`src/rtl/isr_pkg.sv`:
```
package isr_pkg;
    // clock and warm-up timing
    localparam int unsigned CLK_HZ = 25_000_000;
    localparam int unsigned WARM_UNIT_S = 1;
    localparam int unsigned SEC_CYC = CLK_HZ * WARM_UNIT_S;
    localparam int CYC_W = 25;
    // operating-state codes as read by the master
    localparam logic [7:0] OPC_STARTUP = 8'h00;
    localparam logic [7:0] OPC_WAIT = 8'h01;
    localparam logic [7:0] OPC_WARMUP = 8'h02;
    localparam logic [7:0] OPC_NORMAL = 8'h03;
    localparam logic [7:0] OPC_ERROR = 8'h04;
    localparam logic [7:0] OPC_FATAL = 8'h05;
    localparam logic [7:0] OPC_PFAIL = 8'h06;
    // holding register numbers, integer view
    localparam logic [15:0] REG_OP_STATE = 16'h9C5F;   // 40031
    localparam logic [15:0] REG_ERR_CODE = 16'h9C60;   // 40032
    localparam logic [15:0] REG_STATUS = 16'h9C61;     // 40033
    localparam logic [15:0] REG_SCALE_ERR = 16'h9C62;  // 40034
    localparam logic [15:0] REG_SCALE_STAT = 16'h9C63; // 40035
    localparam logic [15:0] REG_GROSS = 16'h9C64;      // 40036, 3 regs
    localparam logic [15:0] REG_NET = 16'h9C67;        // 40039, 3 regs
    localparam logic [15:0] REG_FLOW = 16'h9C6A;       // 40042, 3 regs
    localparam logic [15:0] REG_INSIG = 16'h9C6D;      // 40045, 3 regs
    localparam logic [15:0] REG_AOUT = 16'h9C86;       // 40070, 3 regs
    // overall status bits
    localparam int ST_REMOTE = 0;
    localparam int ST_PROG_RESET = 1;
    localparam logic ST_PROG_RESET_RST = 1'b1;
    // scale status bits
    localparam int SC_NET_BIG = 0;
    localparam int SC_GROSS_BIG = 1;
    localparam int SC_FLOW_BIG = 2;
    localparam int SC_ZERO_DISP = 3;
    localparam int SC_ZERO_GROSS = 4;
    localparam int SC_ZERO_NET = 5;
    localparam int SC_NET_MODE = 6;
    localparam int SC_MOTION = 7;
    localparam int SC_FLOW_DISP = 11;
    localparam int SC_NET_PREC = 12;
    localparam int SC_GROSS_PREC = 13;
    // command codes
    localparam logic [15:0] CMD_START = 16'h0001;
    localparam logic [15:0] CMD_REMOTE_ON = 16'h0002;
    localparam logic [15:0] CMD_REMOTE_OFF = 16'h0003;
    // six-digit limit and rounding step
    localparam logic [31:0] SIX_DIGIT_MAX = 32'h000F423F;
    localparam logic signed [31:0] RND_HALF = 32'sh00000005;
    localparam logic signed [31:0] RND_DIV = 32'sh0000000A;
    // operating state encoding, gray along the start-up path
    typedef enum logic [2:0] {
        S_BOOT = 3'b000,
        S_WAIT = 3'b001,
        S_WARM = 3'b011,
        S_NORM = 3'b010,
        S_ERR = 3'b110,
        S_FATAL = 3'b111,
        S_PFAIL = 3'b100
    } isr_state_t;
endpackage

```
`src/rtl/isr_op_if.sv`:
```
`timescale 1ns/1ps
interface isr_op_if;
    logic start;
    logic pfail;
    logic boot_done;
    logic boot_err;
    logic boot_fatal;
    logic [15:0] warm_s;
    logic [7:0] op_code;
    logic in_wait;
    modport fsm (
        input start, pfail, boot_done, boot_err, boot_fatal, warm_s,
        output op_code, in_wait
    );
    modport bank (
        output start, pfail, boot_done, boot_err, boot_fatal, warm_s,
        input op_code, in_wait
    );
endinterface

```
`src/rtl/isr_bank.sv`:
```
`timescale 1ns/1ps
module isr_bank
    import isr_pkg::*;
#(
    parameter int unsigned TICK_CYC = SEC_CYC
) (
    input wire logic i_ref_clk,
    input wire logic i_reset_n,
    // register read port
    input wire logic i_rd_en,
    input wire logic [15:0] i_rd_addr,
    input wire logic i_rd_fieldbus,
    output logic o_rd_valid,
    output logic [15:0] o_rd_data,
    output logic o_rd_exc,
    // command port
    input wire logic i_cmd_wr,
    input wire logic [15:0] i_cmd_code,
    output logic o_cmd_ack,
    output logic o_cmd_exc,
    input wire logic i_prog_reset_clr,
    // instrument core status
    input wire logic i_power_fail,
    input wire logic i_boot_done,
    input wire logic i_boot_err,
    input wire logic i_boot_fatal,
    input wire logic [15:0] i_warm_s,
    input wire logic [7:0] i_err_code,
    input wire logic [7:0] i_scale_err,
    input wire logic [2:0] i_good_zero,
    input wire logic i_net_mode,
    input wire logic i_motion,
    input wire logic i_flow_disp,
    input wire logic signed [31:0] i_gross,
    input wire logic signed [31:0] i_net,
    input wire logic signed [31:0] i_in_signal,
    input wire logic signed [31:0] i_aout_raw,
    // state outputs
    output logic [7:0] o_op_code,
    output logic o_remote
);
    isr_op_if op ();
    // register group picked by the read address
    typedef enum logic [3:0] {
        SEL_NONE,
        SEL_STATE,
        SEL_ERR,
        SEL_STATUS,
        SEL_SERR,
        SEL_SSTAT,
        SEL_GROSS,
        SEL_NET,
        SEL_FLOW,
        SEL_INSIG,
        SEL_AOUT
    } isr_sel_t;

    logic pf_meta_q, pf_sync_q;
    logic remote_q, remote_d;
    logic prog_rst_q, prog_rst_d;
    logic ack_q, ack_d;
    logic cexc_q, cexc_d;
    logic rvalid_q, rvalid_d;
    logic [15:0] rdata_q, rdata_d;
    logic rexc_q, rexc_d;
    logic [7:0] code_q;
    logic start_q, start_d;
    logic [15:0] ovr_stat;
    logic [15:0] scl_stat;
    logic signed [31:0] aout_rnd;
    logic signed [31:0] flow_val;
    logic [15:0] off;
    isr_sel_t sel;

    // three-register value: sign word, high half, low half
    // the master joins the three registers back into one value
    function automatic logic [15:0] word3(input logic signed [31:0] v,
                                          input logic [15:0] idx);
        logic [15:0] w;
        w = 16'h0000;
        case (idx)
            16'h0000: w = {16{v[31]}};
            16'h0001: w = v[31:16];
            16'h0002: w = v[15:0];
            default: w = 16'h0000;
        endcase
        return w;
    endfunction

    // value does not fit a signed 16-bit register
    // every bit above bit 14 must equal the sign bit
    function automatic logic big16(input logic signed [31:0] v);
        return !((&v[31:15]) || ~(|v[31:15]));
    endfunction

    // magnitude beyond six decimal digits
    // the most negative value wraps on negation yet stays above the limit
    function automatic logic over6(input logic signed [31:0] v);
        logic [31:0] mag;
        mag = v[31] ? 32'(-v) : 32'(v);
        return mag > SIX_DIGIT_MAX;
    endfunction

    // power-fail pin synchroniser
    // the pin is asynchronous, so only the second flop feeds logic
    always_ff @(posedge i_ref_clk or negedge i_reset_n) begin
        if (!i_reset_n) begin
            pf_meta_q <= 1'b0;
            pf_sync_q <= 1'b0;
        end else begin
            pf_meta_q <= i_power_fail;
            pf_sync_q <= pf_meta_q;
        end
    end

    // operating-state machine hookup
    assign op.start = start_q;
    assign op.pfail = pf_sync_q;
    // core start-up results share this clock, no synchroniser
    assign op.boot_done = i_boot_done;
    assign op.boot_err = i_boot_err;
    assign op.boot_fatal = i_boot_fatal;
    assign op.warm_s = i_warm_s;

    isr_op_fsm #(
        .TICK_CYC(TICK_CYC)
    ) u_fsm (
        .i_ref_clk(i_ref_clk),
        .i_reset_n(i_reset_n),
        .op(op.fsm)
    );

    assign flow_val = 32'sh00000000;

    // round ten-thousandths to thousandths
    // division truncates toward zero, hence the half step away from zero
    assign aout_rnd = i_aout_raw[31] ? (i_aout_raw - RND_HALF) / RND_DIV
                                     : (i_aout_raw + RND_HALF) / RND_DIV;

    // overall status word
    always_comb begin
        ovr_stat = 16'h0000;
        ovr_stat[ST_REMOTE] = remote_q;
        ovr_stat[ST_PROG_RESET] = prog_rst_q;
    end

    // scale status word
    always_comb begin
        scl_stat = 16'h0000;
        // flow is held at zero, so its overflow bit stays clear
        // scaled integer overflow
        scl_stat[SC_NET_BIG] = big16(i_net);
        scl_stat[SC_GROSS_BIG] = big16(i_gross);
        scl_stat[SC_FLOW_BIG] = big16(flow_val);
        scl_stat[SC_ZERO_DISP] = i_good_zero[0];
        scl_stat[SC_ZERO_GROSS] = i_good_zero[1];
        scl_stat[SC_ZERO_NET] = i_good_zero[2];
        scl_stat[SC_NET_MODE] = i_net_mode;
        scl_stat[SC_MOTION] = i_motion;
        scl_stat[SC_FLOW_DISP] = i_flow_disp;
        scl_stat[SC_NET_PREC] = over6(i_net);
        scl_stat[SC_GROSS_PREC] = over6(i_gross);
    end

    // command decode
    always_comb begin
        remote_d = remote_q;
        start_d = 1'b0;
        ack_d = i_cmd_wr;
        cexc_d = 1'b0;
        if (i_cmd_wr) begin
            case (i_cmd_code)
                CMD_START: begin
                    if (op.in_wait) start_d = 1'b1;
                    else cexc_d = 1'b1;
                end
                CMD_REMOTE_ON: remote_d = 1'b1;
                CMD_REMOTE_OFF: remote_d = 1'b0;
                // other codes acknowledged, no effect
                default: cexc_d = 1'b0;
            endcase
        end
    end

    // command registers; start is a one-cycle pulse
    always_ff @(posedge i_ref_clk or negedge i_reset_n) begin
        if (!i_reset_n) begin
            remote_q <= 1'b0;
            start_q <= 1'b0;
            ack_q <= 1'b0;
            cexc_q <= 1'b0;
        end else begin
            remote_q <= remote_d;
            start_q <= start_d;
            ack_q <= ack_d;
            cexc_q <= cexc_d;
        end
    end

    // address decode into register group and word offset
    always_comb begin
        sel = SEL_NONE;
        off = 16'h0000;
        if (i_rd_addr == REG_OP_STATE) begin
            sel = SEL_STATE;
        end else if (i_rd_addr == REG_ERR_CODE) begin
            sel = SEL_ERR;
        end else if (i_rd_addr == REG_STATUS) begin
            sel = SEL_STATUS;
        end else if (i_rd_addr == REG_SCALE_ERR) begin
            sel = SEL_SERR;
        end else if (i_rd_addr == REG_SCALE_STAT) begin
            sel = SEL_SSTAT;
        end else if (i_rd_addr >= REG_GROSS && i_rd_addr < REG_NET) begin
            sel = SEL_GROSS;
            off = i_rd_addr - REG_GROSS;
        end else if (i_rd_addr >= REG_NET && i_rd_addr < REG_FLOW) begin
            sel = SEL_NET;
            off = i_rd_addr - REG_NET;
        end else if (i_rd_addr >= REG_FLOW && i_rd_addr < REG_INSIG) begin
            sel = SEL_FLOW;
            off = i_rd_addr - REG_FLOW;
        end else if (i_rd_addr >= REG_INSIG
                     && i_rd_addr < REG_INSIG + 16'h0003) begin
            sel = SEL_INSIG;
            off = i_rd_addr - REG_INSIG;
        end else if (i_rd_addr >= REG_AOUT
                     && i_rd_addr < REG_AOUT + 16'h0003) begin
            sel = SEL_AOUT;
            off = i_rd_addr - REG_AOUT;
        end
    end

    // read data mux; the gap before the analog output stays unmapped
    always_comb begin
        rvalid_d = i_rd_en;
        rdata_d = 16'h0000;
        rexc_d = 1'b0;
        if (i_rd_en) begin
            case (sel)
                SEL_STATE: rdata_d = {8'h00, op.op_code};
                SEL_ERR: rdata_d = {8'h00, i_err_code};
                SEL_STATUS: rdata_d = ovr_stat;
                SEL_SERR: rdata_d = {8'h00, i_scale_err};
                SEL_SSTAT: rdata_d = scl_stat;
                // three-word values: sign, high, low
                SEL_GROSS: rdata_d = word3(i_gross, off);
                SEL_NET: rdata_d = word3(i_net, off);
                // flow word comes from the zero constant
                SEL_FLOW: rdata_d = word3(flow_val, off);
                SEL_INSIG: rdata_d = word3(i_in_signal, off);
                SEL_AOUT: rdata_d = word3(aout_rnd, off);
                // unmapped number answers with an exception
                default: rexc_d = 1'b1;
            endcase
        end
    end

    // program-reset flag, never set again until reset
    always_comb begin
        prog_rst_d = prog_rst_q;
        if (i_rd_en && sel == SEL_STATUS && !i_rd_fieldbus) prog_rst_d = 1'b0;
        if (i_prog_reset_clr) prog_rst_d = 1'b0;
    end

    // read answer registers
    always_ff @(posedge i_ref_clk or negedge i_reset_n) begin
        if (!i_reset_n) begin
            rvalid_q <= 1'b0;
            rdata_q <= 16'h0000;
            rexc_q <= 1'b0;
        end else begin
            rvalid_q <= rvalid_d;
            rdata_q <= rdata_d;
            rexc_q <= rexc_d;
        end
    end

    // program-reset flag register
    always_ff @(posedge i_ref_clk or negedge i_reset_n) begin
        if (!i_reset_n) begin
            prog_rst_q <= ST_PROG_RESET_RST;
        end else begin
            prog_rst_q <= prog_rst_d;
        end
    end

    // state code pipeline, one flop after the register view
    always_ff @(posedge i_ref_clk or negedge i_reset_n) begin
        if (!i_reset_n) begin
            code_q <= OPC_STARTUP;
        end else begin
            code_q <= op.op_code;
        end
    end

    // outputs, all from flops
    // the state code lags the register view by one cycle
    assign o_rd_valid = rvalid_q;
    assign o_rd_data = rdata_q;
    assign o_rd_exc = rexc_q;
    assign o_cmd_ack = ack_q;
    assign o_cmd_exc = cexc_q;
    assign o_op_code = code_q;
    assign o_remote = remote_q;
endmodule // isr_bank

```
`src/rtl/isr_op_fsm.sv`:
```
`timescale 1ns/1ps
module isr_op_fsm
    import isr_pkg::*;
#(
    parameter int unsigned TICK_CYC = SEC_CYC
) (
    input wire logic i_ref_clk,
    input wire logic i_reset_n,
    isr_op_if.fsm op
);
    isr_state_t state_q, state_d;
    logic [CYC_W-1:0] cyc_q, cyc_d;
    logic [15:0] wsec_q, wsec_d;
    logic [7:0] code_q, code_d;
    logic tick;

    assign tick = (cyc_q == CYC_W'(TICK_CYC - 1));

    // next state, warm-up countdown and reported code
    always_comb begin
        state_d = state_q;
        cyc_d = cyc_q;
        wsec_d = wsec_q;
        case (state_q)
            S_BOOT: begin
                if (op.boot_fatal) state_d = S_FATAL;
                else if (op.boot_err) state_d = S_ERR;
                else if (op.boot_done) state_d = S_WAIT;
            end
            S_WAIT: begin
                if (op.start) begin
                    if (op.warm_s != 16'h0000) begin
                        state_d = S_WARM;
                        wsec_d = op.warm_s;
                        cyc_d = '0;
                    end else begin
                        state_d = S_NORM;
                    end
                end
            end
            S_WARM: begin
                cyc_d = tick ? '0 : cyc_q + CYC_W'(1);
                if (tick) begin
                    wsec_d = wsec_q - 16'h0001;
                    if (wsec_q == 16'h0001) state_d = S_NORM;
                end
            end
            S_NORM: state_d = S_NORM;
            S_ERR: begin
                if (op.boot_done && !op.boot_err) state_d = S_WAIT;
            end
            S_FATAL: state_d = S_FATAL;
            S_PFAIL: state_d = S_PFAIL;
            default: state_d = S_BOOT;
        endcase
        if (op.pfail && state_q != S_FATAL) state_d = S_PFAIL;
        case (state_d)
            S_BOOT: code_d = OPC_STARTUP;
            S_WAIT: code_d = OPC_WAIT;
            S_WARM: code_d = OPC_WARMUP;
            S_NORM: code_d = OPC_NORMAL;
            S_ERR: code_d = OPC_ERROR;
            S_FATAL: code_d = OPC_FATAL;
            S_PFAIL: code_d = OPC_PFAIL;
            default: code_d = OPC_STARTUP;
        endcase
    end

    // state registers
    always_ff @(posedge i_ref_clk or negedge i_reset_n) begin
        if (!i_reset_n) begin
            state_q <= S_BOOT;
            cyc_q <= '0;
            wsec_q <= 16'h0000;
            code_q <= OPC_STARTUP;
        end else begin
            state_q <= state_d;
            cyc_q <= cyc_d;
            wsec_q <= wsec_d;
            code_q <= code_d;
        end
    end

    assign op.op_code = code_q;
    assign op.in_wait = (state_q == S_WAIT);
endmodule // isr_op_fsm

```
`config.mk`:
```
export PLATFORM = sky130hd
export DESIGN_NAME = isr_bank
export DESIGN_NICKNAME = d
export VERILOG_FILES = /design/src/rtl/isr_pkg.sv /design/src/rtl/isr_op_if.sv /design/src/rtl/isr_bank.sv /design/src/rtl/isr_op_fsm.sv
export SDC_FILE = /design/constraint.sdc
export NUM_CORES = 1
export LEC_CHECK = 0
export BUFFER_PORTS_ARGS = -buffer_cell sky130_fd_sc_hd__buf_2
export CORE_UTILIZATION = 65
export CTS_BUF_LIST = sky130_fd_sc_hd__clkbuf_16
export DETAILED_ROUTE_END_ITERATION = 10
export GPL_TIMING_DRIVEN = 0
export HOLD_SLACK_MARGIN = 0.05
export PLACE_DENSITY = 0.95
export SLEW_MARGIN = 10
export SYNTH_ARGS = -nofsm -noshare
export SYNTH_HDL_FRONTEND = slang
export SYNTH_SLANG_ARGS = --single-unit
```
`constraint.sdc`:
```
create_clock -name i_ref_clk -period 3.5 [get_ports i_ref_clk]
set_clock_uncertainty 0.15 [all_clocks]
set_input_delay 0.175 -clock i_ref_clk [delete_from_list [all_inputs] [get_ports i_ref_clk]]
set_output_delay 0.175 -clock i_ref_clk [all_outputs]
set_load 0.01 [all_outputs]
```
==> flow_summary.rst, run 1 <==
.. list-table::
   :header-rows: 1

   * - Metric
     - Value
   * - Outcome
     - aborted with a tool error
   * - Terminating stage of the flow
     - 5_1_grt
   * - Error that ended the run
     - [ERROR GRT-0116] Global routing finished with congestion. Check the congestion regions in the DRC Viewer.
   * - Number of buffers added by the clock tree synthesis step
     - 9
   * - Half-perimeter wire length after placement
     - 50,100 µm
   * - Avg Synthesized Cell Area
     - 6.82 µm²
   * - Synthesized flop and latch total
     - 75
   * - Number of clock sinks seen by CTS
     - 75
   * - Post-synthesis instance total
     - 2,536
   * - Top_reg_cell synth
     - dfrtp_1
   * - Remaining Overflow, GRT
     - 27
   * - Yosys warning total
     - 0
   * - Number of port buffers
     - 223
   * - Clk root buf
     - clkbuf_16
   * - Final GP Congestion
     - 1.06
   * - Cell area after synthesis
     - 17,300 µm²
   * - Pin count of the biggest net entering global routing
     - 43
   * - Wire length of the first global-routing pass
     - 166,000 µm
   * - Count of unique library cells instantiated by Yosys
     - 141
   * - GRT Resource Usage Total
     - 77.6%
   * - Post-placement cell area
     - 19,300 µm²
   * - Number of flops mapped to enable cells by yosys
     - 0
   * - Share of synthesized area occupied by flip-flops and latches
     - 10.9%
   * - Number of primary I/O pins
     - 237
   * - Height of the die
     - 165 µm
   * - FFs w/ async S/R, synth
     - 100%
   * - Initial Utilization
     - 66.4%
   * - Die width
     - 165 µm
   * - Number of buffers on the longest clock path
     - 2
   * - Via count of the first global-routing pass
     - 29,400
   * - H-tree levels
     - 3
   * - Placement Rows
     - 59
==> cells in the mapped netlist, drive strengths merged (36+ instances only) <==
library cell  instances  area share [%]
nand2               286             6.2
a21oi               259             7.7
nor2                242             5.4
o21ai               207             6.1
nand3               104             3.0
nor3                 98             3.1
buf                  78             3.2
xnor2                78             4.0
dfrtp                74              11
clkbuf               69             1.5
nor4                 65             2.5
inv                  55             1.2
nand4                55             2.1
a31oi                54             2.0
ha                   52             3.8
a211oi               44             2.1
mux2i                40             2.3
xor2                 39             2.0
o211ai               36             1.6
==> layer usage <==
layer	global-route usage (%)	GRT overflow
met1	77.1	0
met2	94.3	14
met3	62.6	1
met4	80.2	12
met5	19.1	0
==> logic make-up after synthesis <==
| group | synth area share, % |
|---|---|
| AND/OR/NAND/NOR | 31.0 |
| XOR/XNOR | 5.97 |
| AO/OA/AOI/OAI | 38.5 |
| buffers and inverters | 6.42 |
| multiplexers | 3.38 |
| flip-flops | 10.9 |
| adder cells (fa/ha/maj) | 3.88 |
| other | 0.0217 |
==> per-stage QoR <==
step | setup slack (ps) | TNS (ps) | utilization (%) | hold WS (ps) | instances
floorplan | -10640 | -162310 | - | -271 | 2540
global placement | -13500 | -209540 | 74.0 | 134 | 3098
detailed placement | -13890 | -214710 | 74.1 | 9.05 | 3099
CTS | -11240 | -173110 | 88.1 | 50.5 | 3304
==> what timing repair did <==
action	4_1_cts
hold endpoints to repair	91
endpoints found under the setup margin	17
resized for setup	320
gates cloned	7
pin swaps	173
hold buffers	16
setup buffers	174
==> run 2: changes to the inputs <==
- CORE_UTILIZATION: 65 -> 40
- CTS_BUF_LIST: sky130_fd_sc_hd__clkbuf_16 -> default
- HOLD_SLACK_MARGIN: 0.05 -> default
- PLACE_DENSITY: 0.95 -> default
- PLACE_DENSITY_LB_ADDON: default -> 0.15
==> flow_summary.rst, run 2 <==
.. list-table::
   :header-rows: 1

   * - Metric
     - Value
   * - Outcome
     - finished, violations left
   * - Failing checks
     - negative setup slack
   * - Post-synthesis instance total
     - 2,536
   * - Placement Rows
     - 75
   * - Cell type of the slowest stage on the worst timing path
     - or4b_4
   * - Setup repair after global routing missed its margin
     - true
   * - Cells taking the most area after synthesis
     - dfrtp_1, a21oi_1, nand2_1, o21ai_0, nor2_1
   * - Initial DRC count
     - 2,244
   * - Routed Wire Length
     - 75,100 µm
   * - Number of clock sinks seen by CTS
     - 75
   * - Pin count of the biggest net entering global routing
     - 48
   * - RR Startpoint
     - u_fsm.wsec_q[7]
   * - Largest register FFs
     - 25
   * - Number of buffers added by the clock tree synthesis step
     - 9
   * - Remaining Overflow, GRT
     - 0
   * - Number of primary I/O pins
     - 237
   * - Clock tree from TritonCTS
     - done
   * - Number of port buffers
     - 223
   * - Most frequently used cell type in the post-synthesis netlist
     - nand2_1
   * - Commonest cells in the netlist
     - nand2_1, a21oi_1, nor2_1
   * - Placeable core area
     - 42,300 µm²
   * - Vias per cell
     - 6.43
   * - Clock insertion delay at the later pin of the skew report
     - 350 ps
   * - Nets
     - 3,270
   * - Register-to-Register Setup Slack
     - 520 ps
   * - Final Max Slew Viols
     - 0
   * - Library cell appearing most often on the critical path
     - buf_6
   * - Type of the setup path with the least slack
     - in -> reg
   * - Cells on worst reg2reg path
     - 9
   * - Wire length of the first global-routing pass
     - 113,000 µm
   * - Routed vias
     - 23,100
   * - Cell taking the most area after synthesis
     - dfrtp_1
   * - Average wire per cell in the routed design
     - 20.9 µm
   * - Leading cell types in the layout, fill and taps excluded
     - nand2_1, buf_2, buf_4
   * - Clock transition at path regs
     - 70 ps
   * - Share of synthesized area occupied by flip-flops and latches
     - 10.9%
   * - Post-route clock period utilization
     - 436%
   * - Cell area after synthesis
     - 17,300 µm²
   * - Antenna diodes
     - 0
   * - GRT Resource Usage Total
     - 31.4%
   * - Hold WC Path Type
     - in -> reg
   * - Kind of end point of the critical path
     - flop
   * - Capturing element of the worst setup path
     - o_rd_data[8]
   * - Count of unique library cells instantiated by Yosys
     - 141
   * - Area share of the leading cell type in the synthesized netlist
     - 10.7%
   * - FFs w/ async S/R, synth
     - 100%
   * - Area Overhead vs Synth
     - 39.5%
   * - Clock period minus worst slack
     - 15,260 ps
   * - CP peak stage delay
     - 620 ps
   * - Top_reg_cell synth
     - dfrtp_1
   * - Final-report hold violation count
     - 0
   * - R2r endpoint
     - u_fsm.op.op_code[0]
   * - Most frequent standard cell in the layout excluding fill and tap cells
     - nand2_1
   * - Worst Hold Margin
     - 7.45 ps
   * - Iteration count of the initial detailed-routing pass
     - 6
   * - Synthesized flop and latch total
     - 75
   * - Final Setup Violations
     - 16
   * - Number of flops mapped to enable cells by yosys
     - 0
   * - Largest fanout on the critical path
     - 8
   * - Initial antenna violation count
     - 0
   * - Critical path required time
     - 3570 ps
   * - Maximum frequency from static timing analysis
     - 65.6 MHz
   * - Final routed DRC violation total
     - 0
   * - Share of cells above drive strength 1
     - 31.7%
   * - H-tree levels
     - 3
   * - Height of the die
     - 210 µm
   * - Via count of the first global-routing pass
     - 20,700
   * - Number of buffers on the longest clock path
     - 2
   * - Setup slack after layout
     - -11,760 ps
   * - Post-route insts no fill
     - 3,591
   * - Antenna-violating nets left
     - 0
   * - Avg Synthesized Cell Area
     - 6.82 µm²
   * - Headroom to the max-slew limit
     - 15.2%
   * - Max-capacitance violation count
     - 0
   * - Data arrival time of the critical path
     - 15,320 ps
   * - Initial Utilization
     - 40.9%
   * - Die width
     - 210 µm
   * - Yosys warning total
     - 0
   * - Cell total after placement
     - 3,341
   * - Transition time at the pin with the least slew margin
     - 1260 ps
   * - Kind of start point of the critical path
     - input port
   * - Launch point of the worst path
     - i_aout_raw[31]
   * - Clk root buf
     - clkbuf_16
   * - Die outline area
     - 44,100 µm²
   * - Half-perimeter wire length after placement
     - 55,600 µm
   * - Most flops, register
     - u_fsm.cyc_q
   * - Final GP Congestion
     - 1.02
## run 2: cell counts after synthesis
Identical to the previous run, type by type.
## run 2: worst min-delay path by stage
stage                       startpoint          endpoint  cells after the start
after global placement    i_power_fail         pf_meta_q                      1
after detailed placement     i_reset_n  u_fsm.state_q[2]                      1
after CTS                  i_warm_s[5]   u_fsm.wsec_q[5]                      3
after global routing       i_warm_s[4]   u_fsm.wsec_q[4]                      3
final                      i_warm_s[5]   u_fsm.wsec_q[5]                      3
after floorplan              i_reset_n         o_cmd_ack                      0
## run 2: layout make-up
type	instances	area [µm²]
multi-input combinational	2252	16900
sequential	75	1880
clock inverter	7	58.8
tap	577	722
clock buffer	9	225
buffer	151	992
inverter	56	218
timing repair buffer	464	3160
fill	3893	18200
## run 2: timing repair
action,CTS,global route
hold buffers,13,0
cloned,2,2
resized for setup,229,211
endpoints found under the setup margin,17,17
pin swaps,98,127
setup buffers,136,87
endpoints found under the hold margin,57,0
## run 2: layer usage
| layer | share of wire [%] | track usage (%) |
|---|---|---|
| met3 | 7.2 | 2.95 |
| met1 | 43 | 41.6 |
| met5 | 0 | 0 |
| met4 | 3.0 | 8.86 |
| met2 | 47 | 53.9 |
## run 2: worst max-delay path: cells and delay by family
kind                       cells  cell delay, ps
adders and majority gates      2             420
AOI/OAI and AO/OA             26            6350
xor gates and xnor gates       2             510
and+or+nand+nor               21            5280
buffers and inverters         14            2040
muxes                          3             480
## run 2: logic make-up after synthesis
family	Yosys count	synth area share [%]
and+or+nand+nor	1061	31.0
adders and majority gates	53	3.88
xor gates and xnor gates	117	5.97
AOI/OAI and AO/OA	962	38.5
other	1	0.0217
buffers and inverters	213	6.42
muxes	54	3.38
DFF	75	10.9
## run 2: metrics by stage
step           setup slack (ps)  cell area, µm²  setup TNS, ps  util (%)
2_1_floorplan            -10640           17800        -162310         -
3_3_place_gp             -14360           19600        -224000      46.3
3_5_place_dp             -14410           19600        -224430      46.4
4_1_cts                  -11450           22300        -179080      52.7
5_1_grt                  -12260           24100        -191010      57.0
6_report                 -11760           24100        -183500      57.0
Power of run 2 is left out: the tool's default activity adds up to more than one toggle a clock period on the data nets, which glitch-free logic cannot reach.
